**config.mk**
```make
export PLATFORM = sky130hd
export DESIGN_NAME = mis_top
export DESIGN_NICKNAME = d
export VERILOG_FILES = /design/src/mis_pkg.sv /design/src/mis_sync_if.sv /design/src/mis_sync.sv /design/src/mis_top.sv
export SDC_FILE = /design/constraint.sdc
export NUM_CORES = 1
export LEC_CHECK = 0
export ABC_AREA = 1
export BUFFER_PORTS_ARGS = -buffer_cell sky130_fd_sc_hd__buf_2
export CELL_PAD_IN_SITES_DETAIL_PLACEMENT = 1
export CELL_PAD_IN_SITES_GLOBAL_PLACEMENT = 2
export CORE_ASPECT_RATIO = 1.1
export CORE_UTILIZATION = 31
export DETAILED_ROUTE_END_ITERATION = 8
export PLACE_DENSITY_LB_ADDON = 0.1
export REMOVE_ABC_BUFFERS = 1
export SYNTH_ARGS = -nofsm -noshare
export SYNTH_HDL_FRONTEND = slang
export SYNTH_SLANG_ARGS = --single-unit
```
**constraint.sdc**
```tcl
create_clock -name clock -period 1.2 [get_ports clock]
set_input_delay 0.12 -clock clock [delete_from_list [all_inputs] [get_ports clock]]
set_output_delay 0.12 -clock clock [all_outputs]
set_load 0.05 [all_outputs]
```
**src/mis_pkg.sv**
```systemverilog
// Package for the microphone ADC interrupt status block.
// Assumes a register port with byte address and one-cycle strobes.
package mis_pkg;
  localparam logic [7:0] MIS_MASK_ADDR = 8'h35;
  localparam logic [7:0] MIS_STAT_ADDR = 8'h36;
  localparam logic [7:0] MIS_MASK_RESET = 8'hff;
  localparam int MIS_BIT_PDN = 7;
  localparam int MIS_BIT_THERM = 6;
  localparam int MIS_BIT_SYNC = 5;
  localparam int MIS_BIT_CLIP_LO = 1;
  localparam int MIS_BIT_MUTE = 0;
  localparam int MIS_NUM_SRC = 8;
endpackage

```
**src/mis_sync_if.sv**
```systemverilog
// Interface carrying raw and synchronised event levels.
// Assumes one clock shared by producer and consumer.
`timescale 1ns/1ps
interface mis_sync_if;
  logic [7:0] raw;
  logic [7:0] level;
  modport src (output raw, input level);
  modport snk (input raw, output level);
endinterface

```
**src/mis_sync.sv**
```systemverilog
// Three-stage synchroniser for the eight event sources.
// Assumes sources come from outside the clock domain.
`timescale 1ns/1ps
module mis_sync
  import mis_pkg::*;
(
  input wire logic clock, // System clock
  input wire logic rst, // Synchronous reset
  mis_sync_if.snk sif // Raw in, settled out
);
  logic [7:0] s1_ff;
  logic [7:0] s2_ff;
  logic [7:0] s3_ff;
  logic [7:0] lvl_ff;

  always_ff @(posedge clock) begin
    if (rst) begin
      s1_ff <= 8'h00;
      s2_ff <= 8'h00;
      s3_ff <= 8'h00;
    end else begin
      s1_ff <= sif.raw;
      s2_ff <= s1_ff;
      s3_ff <= s2_ff;
    end
  end

  // Change counts only once stages two and three agree
  always_ff @(posedge clock) begin
    if (rst) begin
      lvl_ff <= 8'h00;
    end else begin
      for (int i = 0; i < 8; i++) begin
        if (s2_ff[i] == s3_ff[i]) begin
          lvl_ff[i] <= s3_ff[i];
        end
      end
    end
  end

  assign sif.level = lvl_ff;
endmodule

```
**src/mis_top.sv**
```systemverilog
// Sticky interrupt status and mask registers of a quad microphone ADC.
// Assumes a decoded register port: addr, wr_en, rd_en one-cycle strobes.
`timescale 1ns/1ps
module mis_top
  import mis_pkg::*;
(
  input wire logic clock, // System clock, 100 MHz
  input wire logic rst, // Synchronous reset, active high
  input wire logic [7:0] reg_addr, // Register byte address
  input wire logic reg_wr_en, // Write strobe
  input wire logic [7:0] reg_wdata, // Write data
  input wire logic reg_rd_en, // Read strobe
  output logic [7:0] reg_rdata_ff, // Read data, held
  output logic reg_rvalid_ff, // Read data valid pulse
  input wire logic powerdown_complete, // Device fully powered down
  input wire logic thermal_sense_en, // Thermal sensing enabled
  input wire logic thermal_over_limit, // Junction over limit
  input wire logic sync_confirmed, // Multichip sync confirmed
  input wire logic [3:0] channel_clip, // Clip per path {2b,2a,1b,1a}
  input wire logic mute_pin, // Mute input asserted
  output logic irq_ff // Interrupt request, active high
);
  logic [7:0] clip_event_mask_ff;
  logic [7:0] event_status_ff;
  logic [7:0] nxt_status;
  logic [7:0] prev_lvl_ff;
  logic [7:0] cond;
  logic stat_rd;
  mis_sync_if sif ();

  // ----------------------------------------
  // Source gathering
  // ----------------------------------------
  // bit mapping
  always_comb begin
    sif.raw = 8'h00;
    sif.raw[MIS_BIT_PDN] = powerdown_complete;
    sif.raw[MIS_BIT_THERM] = thermal_sense_en & thermal_over_limit;
    sif.raw[MIS_BIT_SYNC] = sync_confirmed;
    sif.raw[MIS_BIT_CLIP_LO +: 4] = channel_clip;
    sif.raw[MIS_BIT_MUTE] = mute_pin;
  end

  mis_sync u_sync (
    .clock(clock),
    .rst(rst),
    .sif(sif)
  );

  // Previous levels, kept for the clip rise check
  always_ff @(posedge clock) begin
    if (rst) begin
      prev_lvl_ff <= 8'h00;
    end else begin
      prev_lvl_ff <= sif.level;
    end
  end

  // Every bit, clip included, re-arms from its level after a read
  always_comb begin
    cond = sif.level;
  end

  // ----------------------------------------
  // Mask register
  // ----------------------------------------
  // mask write, resets masked
  always_ff @(posedge clock) begin
    if (rst) begin
      clip_event_mask_ff <= MIS_MASK_RESET;
    end else if (reg_wr_en && reg_addr == MIS_MASK_ADDR) begin
      clip_event_mask_ff <= reg_wdata;
    end
  end

  // ----------------------------------------
  // Sticky status
  // ----------------------------------------
  assign stat_rd = reg_rd_en && (reg_addr == MIS_STAT_ADDR);

  always_comb begin
    nxt_status = event_status_ff | cond;
    if (stat_rd) begin
      nxt_status = cond;
    end
  end

  always_ff @(posedge clock) begin
    if (rst) begin
      event_status_ff <= 8'h00;
    end else begin
      event_status_ff <= nxt_status;
    end
  end

  // ----------------------------------------
  // Register read
  // ----------------------------------------
  // host reads singly; no auto-increment here
  always_ff @(posedge clock) begin
    if (rst) begin
      reg_rdata_ff <= 8'h00;
      reg_rvalid_ff <= 1'b0;
    end else begin
      reg_rvalid_ff <= reg_rd_en;
      if (reg_rd_en) begin
        if (reg_addr == MIS_MASK_ADDR) begin
          reg_rdata_ff <= clip_event_mask_ff;
        end else if (reg_addr == MIS_STAT_ADDR) begin
          reg_rdata_ff <= event_status_ff;
        end else begin
          reg_rdata_ff <= 8'h00;
        end
      end
    end
  end

  // ----------------------------------------
  // Interrupt output
  // ----------------------------------------
  // unmasked status drives request
  always_ff @(posedge clock) begin
    if (rst) begin
      irq_ff <= 1'b0;
    end else begin
      irq_ff <= |(nxt_status & ~clip_event_mask_ff);
    end
  end

  // ----------------------------------------
  // Checks
  // ----------------------------------------
  a_status_sticky: assert property (
    @(posedge clock) disable iff (rst)
    (!stat_rd && event_status_ff[MIS_BIT_MUTE]) |=>
      event_status_ff[MIS_BIT_MUTE])
    else $error("Status bit dropped without read");

  a_mute_sets: assert property (
    @(posedge clock) disable iff (rst)
    $rose(sif.level[MIS_BIT_MUTE]) |=> event_status_ff[MIS_BIT_MUTE])
    else $error("Mute event not latched");

  a_pdn_sets: assert property (
    @(posedge clock) disable iff (rst)
    sif.level[MIS_BIT_PDN] |=> event_status_ff[MIS_BIT_PDN])
    else $error("Power down done not latched");

  a_therm_gate: assert property (
    @(posedge clock) disable iff (rst)
    (thermal_sense_en && thermal_over_limit)[*5] |=>
      event_status_ff[MIS_BIT_THERM])
    else $error("Thermal trip not latched");

  a_sync_sets: assert property (
    @(posedge clock) disable iff (rst)
    sync_confirmed[*5] |=> event_status_ff[MIS_BIT_SYNC])
    else $error("Sync done not latched");

  a_clip_sets: assert property (
    @(posedge clock) disable iff (rst)
    channel_clip[3][*5] |=> event_status_ff[MIS_BIT_CLIP_LO + 3])
    else $error("Clip bit not latched");

  a_irq_masked: assert property (
    @(posedge clock) disable iff (rst)
    ((event_status_ff & ~clip_event_mask_ff) == 8'h00 &&
     (cond & ~clip_event_mask_ff) == 8'h00) |=> !irq_ff)
    else $error("Interrupt raised while all masked");

  a_mask_reset: assert property (
    @(posedge clock)
    rst |=> clip_event_mask_ff == MIS_MASK_RESET)
    else $error("Mask not masked after reset");

  a_read_clears: assert property (
    @(posedge clock) disable iff (rst)
    (stat_rd && cond == 8'h00) |=> event_status_ff == 8'h00)
    else $error("Status read did not clear");

  a_irq_follows: assert property (
    @(posedge clock) disable iff (rst)
    irq_ff == |(event_status_ff & ~$past(clip_event_mask_ff)))
    else $error("Interrupt disagrees with status");

  a_clip_rise_irq: assert property (
    @(posedge clock) disable iff (rst)
    ((sif.level[MIS_BIT_CLIP_LO +: 4] &
      ~prev_lvl_ff[MIS_BIT_CLIP_LO +: 4] &
      ~clip_event_mask_ff[MIS_BIT_CLIP_LO +: 4]) != 4'h0) |=> irq_ff)
    else $error("Unmasked clip rise gave no interrupt");

  a_therm_disabled: assert property (
    @(posedge clock) disable iff (rst)
    (!thermal_sense_en)[*6] ##0 !event_status_ff[MIS_BIT_THERM] |=>
      !event_status_ff[MIS_BIT_THERM])
    else $error("Thermal bit set while sensing off");

  a_read_data: assert property (
    @(posedge clock) disable iff (rst)
    stat_rd |=> reg_rvalid_ff && reg_rdata_ff == $past(event_status_ff))
    else $error("Status read returned wrong value");

  a_status_no_write: assert property (
    @(posedge clock) disable iff (rst)
    (reg_wr_en && reg_addr == MIS_STAT_ADDR && !stat_rd && cond == 8'h00)
      |=> event_status_ff == $past(event_status_ff))
    else $error("Status changed by a write");

  a_mask_write: assert property (
    @(posedge clock) disable iff (rst)
    (reg_wr_en && reg_addr == MIS_MASK_ADDR) |=>
      clip_event_mask_ff == $past(reg_wdata))
    else $error("Mask write did not land");

  a_rvalid_req: assert property (
    @(posedge clock) disable iff (rst)
    !reg_rd_en |=> !reg_rvalid_ff)
    else $error("Read answer without a request");
endmodule

```
Word-level counts from Yosys, hierarchy flattened
Cells that the tools add are included.
{"block": "word_totals", "ramBits": 0, "input_bits": 29, "latchBits": 0, "memories": 0, "ff_bits": 58, "elab_cells": 36, "mem_bits_ro": 0}
{"block": "classes", "addsub": 0, "bitwise": 4, "n_div": 0, "mul": 0, "magnitude_cmp": 0, "eq_ne": 10, "shifts": 0, "n_reduce_logical": 3, "n_mux": 3}
{"cell": "two-way mux 8 bit", "count": 3}
{"cell": "equality test 8 x 6 -> 1 bit, second input constant", "count": 2}
{"cell": "AND 8 bit", "count": 1}
{"cell": "equality test 1 bit", "count": 8}
{"cell": "NOT 8 bit", "count": 1}
{"cell": "bitwise OR 8 bit", "count": 1}
{"cell": "OR reduction 8 bit", "count": 1}
{"cell": "logical AND 1 bit", "count": 2}
{"cell": "AND 1 bit", "count": 1}

Logic depth before layout (Yosys ltp)
Gate-level depths: netlist of the first run.
{"block": "logic_depth", "depth_word": 5, "depth_mapped": 10, "ltp_nobuf": 10}

By module
Synthesis of the first run repeated with hierarchy kept, for this count alone.
{"block": "hier_totals", "cells_unflattened": 265, "area_unflattened_um2": 2163.3}
{"mod": "mis_top", "seq_area_each_um2": 520.5, "instances": 1, "cells_per_inst": 157, "area_each_um2": 1192.4}
{"mod": "mis_sync", "seq_area_each_um2": 640.6, "instances": 1, "cells_per_inst": 108, "area_each_um2": 970.9}

Worst setup path before layout of the first run
No wires, ideal clock.
{"block": "synth_timing", "path_type": "input-to-reg", "startpoint": "input reg_addr[6]", "endpoint": "register irq_ff", "t_arrival_ps": 858, "setup_slack_ps": 210, "cell_stages": 10, "required_ps": 1067, "setup_ps": 133, "path_cell_list": "inv_1 -> nand2_2 -> nor2_4 -> nand3_4 -> nand2_2 -> nand2_1 -> nand2_1 -> nand2_1 -> nor2_1 -> a21oi_1"}
{"block": "synth_between", "elab_chain_cells": 5}
{"item": "start, declared", "line": "mis_top.sv:9", "text": "input wire logic [7:0] reg_addr,"}
{"item": "equality test 8 x 6 -> 1 bit", "line": "mis_top.sv:79", "text": "assign stat_rd = reg_rd_en && (reg_addr == MIS_STAT_ADDR);"}
{"item": "logical AND 1 bit", "line": "mis_top.sv:79"}
{"item": "two-way mux 8 bit", "line": "mis_top.sv:83", "text": "if (stat_rd) begin"}
{"item": "AND 8 bit", "line": "mis_top.sv:126", "text": "irq_ff <= |(nxt_status & ~clip_event_mask_ff);"}
{"item": "OR reduction 8 bit", "line": "mis_top.sv:126"}
{"item": "end signal, assigned", "line": "mis_top.sv:126"}
{"item": "end, declared", "line": "mis_top.sv:21", "text": "output logic irq_ff"}
No other way between the ends.
A chain may end at the register's enable or synchronous reset.

Worst setup path in the final report of the first run
{"block": "layout_timing", "startpoint": "input thermal_over_limit", "endpoint": "register u_sync.s1_ff[6]"}
{"block": "layout_between", "elab_chain_cells": 1}
{"item": "start, declared", "line": "mis_top.sv:17", "text": "input wire logic thermal_over_limit,"}
{"item": "AND 1 bit", "line": "mis_top.sv:38", "text": "sif.raw[MIS_BIT_THERM] = thermal_sense_en & thermal_over_limit;"}
{"item": "end signal, assigned", "line": "mis_sync.sv:22", "text": "s1_ff <= sif.raw;"}
{"item": "end, declared", "line": "mis_sync.sv:11", "text": "logic [7:0] s1_ff;"}
No other way between the ends.

==> summary.txt, run 1 <==
Cells and area
  • Antenna Cells: 0
  • Register Area: 0.00116 mm²
  • Fin area: between 0.002 and 0.003 mm²
  • FILL cells: 843
  • Non-Filler Instances: between 400 and 500
  • Area of the multi-input gates: 681 µm²
  • Area grow syn2layout: 29.6%
  • Share of layout cells above drive strength 1: between 20 and 25%
  • Nets: 350

Routing
  • Final WL: around 4700 µm
  • DRT Pass-1 Iters: 4
  • DR vias/cell: approximately 4.4
  • DR WL/cell: between 10 and 15 µm
  • Antenna-violating nets left: 0
  • DRC viols: 0
  • Vias after detailed routing: between 1500 and 2000
  • Initial drt markers: 42

Global route
  • Gr usage total: about 15%
  • Global-route wire length before repair: 7810 µm
  • Largest net degree at the start of global routing: 31
  • Vias in the first global route: 1681
  • Grt ovf: 0
  • Initial antenna violation count: 0

Pwr
  • P_leak: ~1.3 nW
  • Peak VDD IR: 0.000678 V
  • Power per cell area: 1410 mW/mm²

Logic synthesis
  • Sequential share of the synthesized area: 54.9%
  • Cells after Synth: between 200 and 300
  • Average size of a mapped cell: around 8.1 µm²
  • Ys Warns: 0
  • Post-synth cell types: 19
  • Post-Syn Area: 0.00211 mm²
  • Synth Register Bits: 58
  • Post-synth top area share: between 50 and 60%
  • Leading area contributor after synthesis: dfxtp_1
  • Top post-synthesis cells by area: dfxtp_1, inv_1, nor2_1

Clocking
  • Worst-path clk slew: ~70 ps
  • Number of buffers created by CTS: 9
  • CTS max path bufs: 2
  • Worst-Skew Late Latency: between 300 and 400 ps
  • Postcts setup bufs: 0
  • H-tree Lvls: 3
  • Clock root buffer: clkbuf_8
  • # clock sinks: 58
  • CTS tree: yes

Placement
  • Final HPWL DP: 3190 µm
  • Cell count after placement: 376
  • Port Buffer Count: 38
  • Post-DP Area: between 0.002 and 0.0025 mm²
  • Placer Congestion: about 0.68

Floorplan
  • Width of the die: roughly 80 µm
  • I/O pin count: 39
  • DIE AREA: between 0.007 and 0.008 mm²
  • DIE HEIGHT: roughly 90 µm
  • Initial Util: between 30% and 40%
  • # rows: 31
  • Core ar.: around 0.0066 mm²

Timing
  • Relative slew slack: between 70% and 80%
  • Final setup fails: 0
  • Final Hold Vio Count: 0
  • Clock Skews: slightly above 5 ps
  • Min cycle time layout: around 1200 ps
  • Max Clk Rate: 855 MHz
  • Setup TNS Final: 0 ps
  • Max Slew Vio Count: 0
  • Slew @ Worst Pin: about 360 ps
  • Final period util: a little over nine tenths
  • RSZ-0062 raised after global routing: no

Critical path
  • Worst Path Arrival: ~1400 ps
  • CP required: between 1000 and 1500 ps
  • CP Launch Type: input pin
  • Worst Path Max Fanout: 1
  • Crit. End Element: flip-flop
  • Worst Path Class, Setup: in -> reg

Flow run
  • Maxcap violations: 0

Run status
  • Outcome: finished clean

Min path
  • Hold Crit Class: in -> reg
[power by group]
part	switching (mW)	total (mW)	internal, mW
Sequential	0.0189	1.99	1.97
Clock	0.737	1.58	0.840
Combinational	0.167	0.290	0.123
Total	0.923	3.86	2.94
[per-layer routing]
layer  routed length [µm]  GRT usage, %
met4                  131          10.2
met1                 2330          18.8
met2                 2010          22.3
met5                    0             0
met3                  245          4.43
[worst max-delay path: stages]
cell and delay (ps):
dlygate4sd3_1 530, buf_2 120, nand2_1 50, dlygate4sd3_1 550
nor2_1 40
[what timing repair did]
action                    in CTS  in global routing
hold endpoints to repair      15                  0
hold buffers                  16                  0
resized for setup              0                  0
[cell families after synthesis]
kind of cell,after synthesis,synth area share [%]
AND/OR/NAND/NOR,75,16.3
buffers and inverters,71,12.9
flip-flops,58,54.9
AO/OA/AOI/OAI,57,15.9
[layout make-up]
class / count / area share, %
timing repair buffer: 58 / 14.3
clock inverter: 3 / 0.548
multi-input combinational: 132 / 24.8
sequential: 58 / 42.4
tap: 82 / 3.74
inverter: 62 / 8.49
clock buffer: 12 / 5.66
[cells in the final DEF (no fill, tap or decap), drive strengths merged]
cell type    synthesis  routed
a211oi               8       8
o21ai               16      16
o221ai               8       8
nand2               35      35
nand3                2       2
dlygate4sd3          0      16
clkbuf               7      12
buf                  2      42
nor2                37      37
inv                 62      62
a21oi               25      25
dfxtp               58      58
nor3                 1       1
clkinv               0       3
[flip-flops by register name, summed over array words and instances (netlist names)]
signal	cells
clip_event_mask_ff	8
event_status_ff	8
irq_ff	1
reg_rdata_ff	8
reg_rvalid_ff	1
u_sync.s1_ff	8
u_sync.s2_ff	8
u_sync.s3_ff	8
u_sync.sif.level	8
[final timing paths]
| kind | start | end | slack [ps] | cells after the start |
|---|---|---|---|---|
| worst max-delay path | thermal_over_limit | u_sync.s1_ff[6] | 30 | 5 |
| worst min-delay path | reg_wdata[1] | clip_event_mask_ff[1] | 20 | 3 |
| worst max register to register | u_sync.sif.level[3] | irq_ff | 320 | 6 |
| worst min register to register | u_sync.s1_ff[7] | u_sync.s2_ff[7] | 400 | 2 |
[metrics by stage]
stage               setup WS (ps)  hold WS (ps)  power, mW  utilization [%]
finish                       30.4          21.5       3.86             41.6
global route                 2.65          43.3       4.06             41.6
global placement            -44.0           321       2.29             36.5
floorplan                     225           189       2.16                -
CTS                          65.2          14.0       3.93             41.6
detailed placement          -61.5           329       2.29             36.5
[cells in the mapped netlist, drive strengths merged]
cell / instances
a211oi: 8
inv: 62
o221ai: 8
nand3: 2
buf: 2
clkbuf: 7
a21oi: 25
nor3: 1
nor2: 37
o21ai: 16
nand2: 35
dfxtp: 58
(Power assumes the default switching activity.)
==> inputs of run 2 (changes only) <==
--- a/config.mk
+++ b/config.mk
@@ -10,7 +10,8 @@
 export CELL_PAD_IN_SITES_DETAIL_PLACEMENT = 1
 export CELL_PAD_IN_SITES_GLOBAL_PLACEMENT = 2
 export CORE_ASPECT_RATIO = 1.1
-export CORE_UTILIZATION = 31
+export CORE_UTILIZATION = 33
+export CTS_BUF_LIST = sky130_fd_sc_hd__clkbuf_8
 export DETAILED_ROUTE_END_ITERATION = 8
 export PLACE_DENSITY_LB_ADDON = 0.1
 export REMOVE_ABC_BUFFERS = 1
==> constraint.sdc (replaced) <==
create_clock -name clock -period 1.2 [get_ports clock]
set_input_delay 0.24 -clock clock [delete_from_list [all_inputs] [get_ports clock]]
set_output_delay 0.24 -clock clock [all_outputs]
set_load 0.05 [all_outputs]
==> run 2 against run 1 <==
Critical path depth decreased by 4. Global-route usage decreased by 0.25 points. Sequential power about the same. Final cell count decreased by 3.2%. Clock power decreased by 5%. Worst setup slack improved by 6.1 ps. Largest power group unchanged.
==> summary.txt, run 2 (synthesized netlist as in run 1, its figures left out) <==
Run status
  • Outcome: finished clean

Global route
  • Gr usage total: between 10% and 20%
  • Vias in the first global route: about 1700
  • Met2 Use GR: a little under a quarter
  • Grt ovf: 0
  • Largest net degree at the start of global routing: 29
  • Met1 Use GR: a little under a fifth
  • Gr busiest metal: met2
  • Initial antenna violation count: 0
  • Grt met3 use: under 10%
  • Global-route wire length before repair: ~7500 µm

Placement
  • Placer Congestion: around 0.69
  • Final HPWL DP: ~3100 µm
  • Pre-CTS WS: -212 ps
  • Port Buffer Count: 38
  • Cell count after placement: between 300 and 400

Cells and area
  • Most frequent cells in the layout: inv_1, dfxtp_1, nor2_1, buf_2, a21oi_1
  • Most common cell after layout, fill and taps aside: inv_1
  • Final core utilization: between 40% and 50%
  • Area grow syn2layout: 23.7%
  • Non-Filler Instances: between 300 and 400
  • Share of layout cells above drive strength 1: about a quarter
  • Antenna Cells: 0
  • FILL cells: roughly 800
  • Nets: 338

Routing
  • Antenna-violating nets left: 0
  • DRT Pass-1 Iters: 4
  • Final WL: 4370 µm
  • Initial drt markers: 34
  • Vias after detailed routing: 1736
  • DRC viols: 0
  • DR WL/cell: roughly 11 µm
  • DR vias/cell: roughly 4.4

Clocking
  • CTS resizes: 1
  • H-tree Lvls: 3
  • Clock root buffer: clkbuf_8
  • Worst-path clk slew: 60 ps
  • CTS max path bufs: 2
  • Number of buffers created by CTS: 9
  • CTS tree: yes
  • # clock sinks: between 50 and 60
  • Postcts setup bufs: 0
  • Worst-Skew Late Latency: ~330 ps
  • Cts hold-fix bufs: 0

Timing
  • Clock Skews: between 4 and 5 ps
  • Final Hold Vio Count: 0
  • Relative slew slack: about 77%
  • Post-route setup slack: 36.5 ps
  • Final setup fails: 0
  • Slew @ Worst Pin: around 340 ps
  • Max Clk Rate: around 860 MHz
  • Setup TNS Final: 0 ps
  • RSZ-0062 raised after global routing: no
  • Final period util: 97.0%
  • Max Slew Vio Count: 0
  • Min cycle time layout: 1160 ps

Floorplan
  • I/O pin count: 39
  • DIE HEIGHT: around 86 µm
  • Width of the die: 78.3 µm
  • # rows: 30
  • Core ar.: just over 0.006 mm²
  • Initial Util: between 30% and 40%
  • DIE AREA: 0.00673 mm²

Critical path
  • Slowest stage delay, CP: 330 ps
  • CP Launch Type: flip-flop
  • CP Cell Sequence: buf_2
  • Worst Path Arrival: between 900 and 1000 ps
  • Worst Path Max Fanout: 2
  • CP bufs+invs: 1
  • CP required: roughly 960 ps
  • FF-to-FF path depth: 6
  • Levels on crit path: 1
  • CP max stage cell: dfxtp_1
  • Crit path max-delay family: flip-flops
  • Crit. End Element: output pin
  • Worst Path Class, Setup: reg -> out

Min path
  • Hold Crit Class: in -> reg
  • Hold Path Cell Cnt: 3

Pwr
  • Peak VDD IR: between 0.0007 and 0.0008 V
  • Overall power: between 3 and 4 mW
  • P_leak: 1.27 nW
  • Power per cell area: between 1000 and 1500 mW/mm²

Flow run
  • Maxcap violations: 0
-- run 2: changes by cell type in the layout (fill, tap and decap cells not counted), sizes merged --
| cell | delta |
|---|---|
| dlygate4sd3 | -16 |
| clkbuf | +1 |
| buf | +1 |
| inv | +3 |
-- run 2: final timing paths --
| path | slack [ps] | startpoint | end |
|---|---|---|---|
| worst min register to register | 400 | u_sync.s1_ff[6] | u_sync.s2_ff[6] |
| worst max-delay path | 40 | reg_rdata_ff[7] | reg_rdata_ff[7] |
| worst max register to register | 300 | u_sync.sif.level[1] | irq_ff |
| worst min-delay path | 110 | channel_clip[3] | u_sync.s1_ff[4] |
-- run 2: where the power goes --
group,switching [mW],leakage (nW),internal (mW)
combinational,0.160,0.701,0.0955
clock,0.724,0.0996,0.771
sequential,0.0190,0.473,1.97
-- run 2: cell type report --
cell class | instances | area [µm²] | share of cell area, %
Sequential cell | 58 | 1160 | 44.4
Multi-Input combinational cell | 132 | 681 | 26.0
Timing Repair Buffer | 46 | 277 | 10.6
Inverter | 62 | 233 | 8.90
Clock buffer | 10 | 138 | 5.26
Tap cell | 80 | 100 | 3.83
Clock inverter | 6 | 26.3 | 1.00
-- run 2: metrics by stage --
stage                     hold WS (ps)  area, µm²
after floorplan                    309       2070
after detailed placement           397       2440
after CTS                         99.0       2600
after global placement             389       2440
after global routing               103       2620
final                              112       2620
-- run 2: per-layer routing --
layer  vias to the layer above  part of all wire [%]
met5                         -                     0
met4                         0                   2.2
met3                         8                   3.6
met2                        39                    44
met1                       787                    50
li1                        902                     -
-- run 2: worst register-to-register path: cells and delay by family, from the launching register on --
family | cells | cell delay (ps)
flops | 1 | 320
simple gates | 4 | 290
compound gates | 1 | 80
buf+inv | 1 | 110
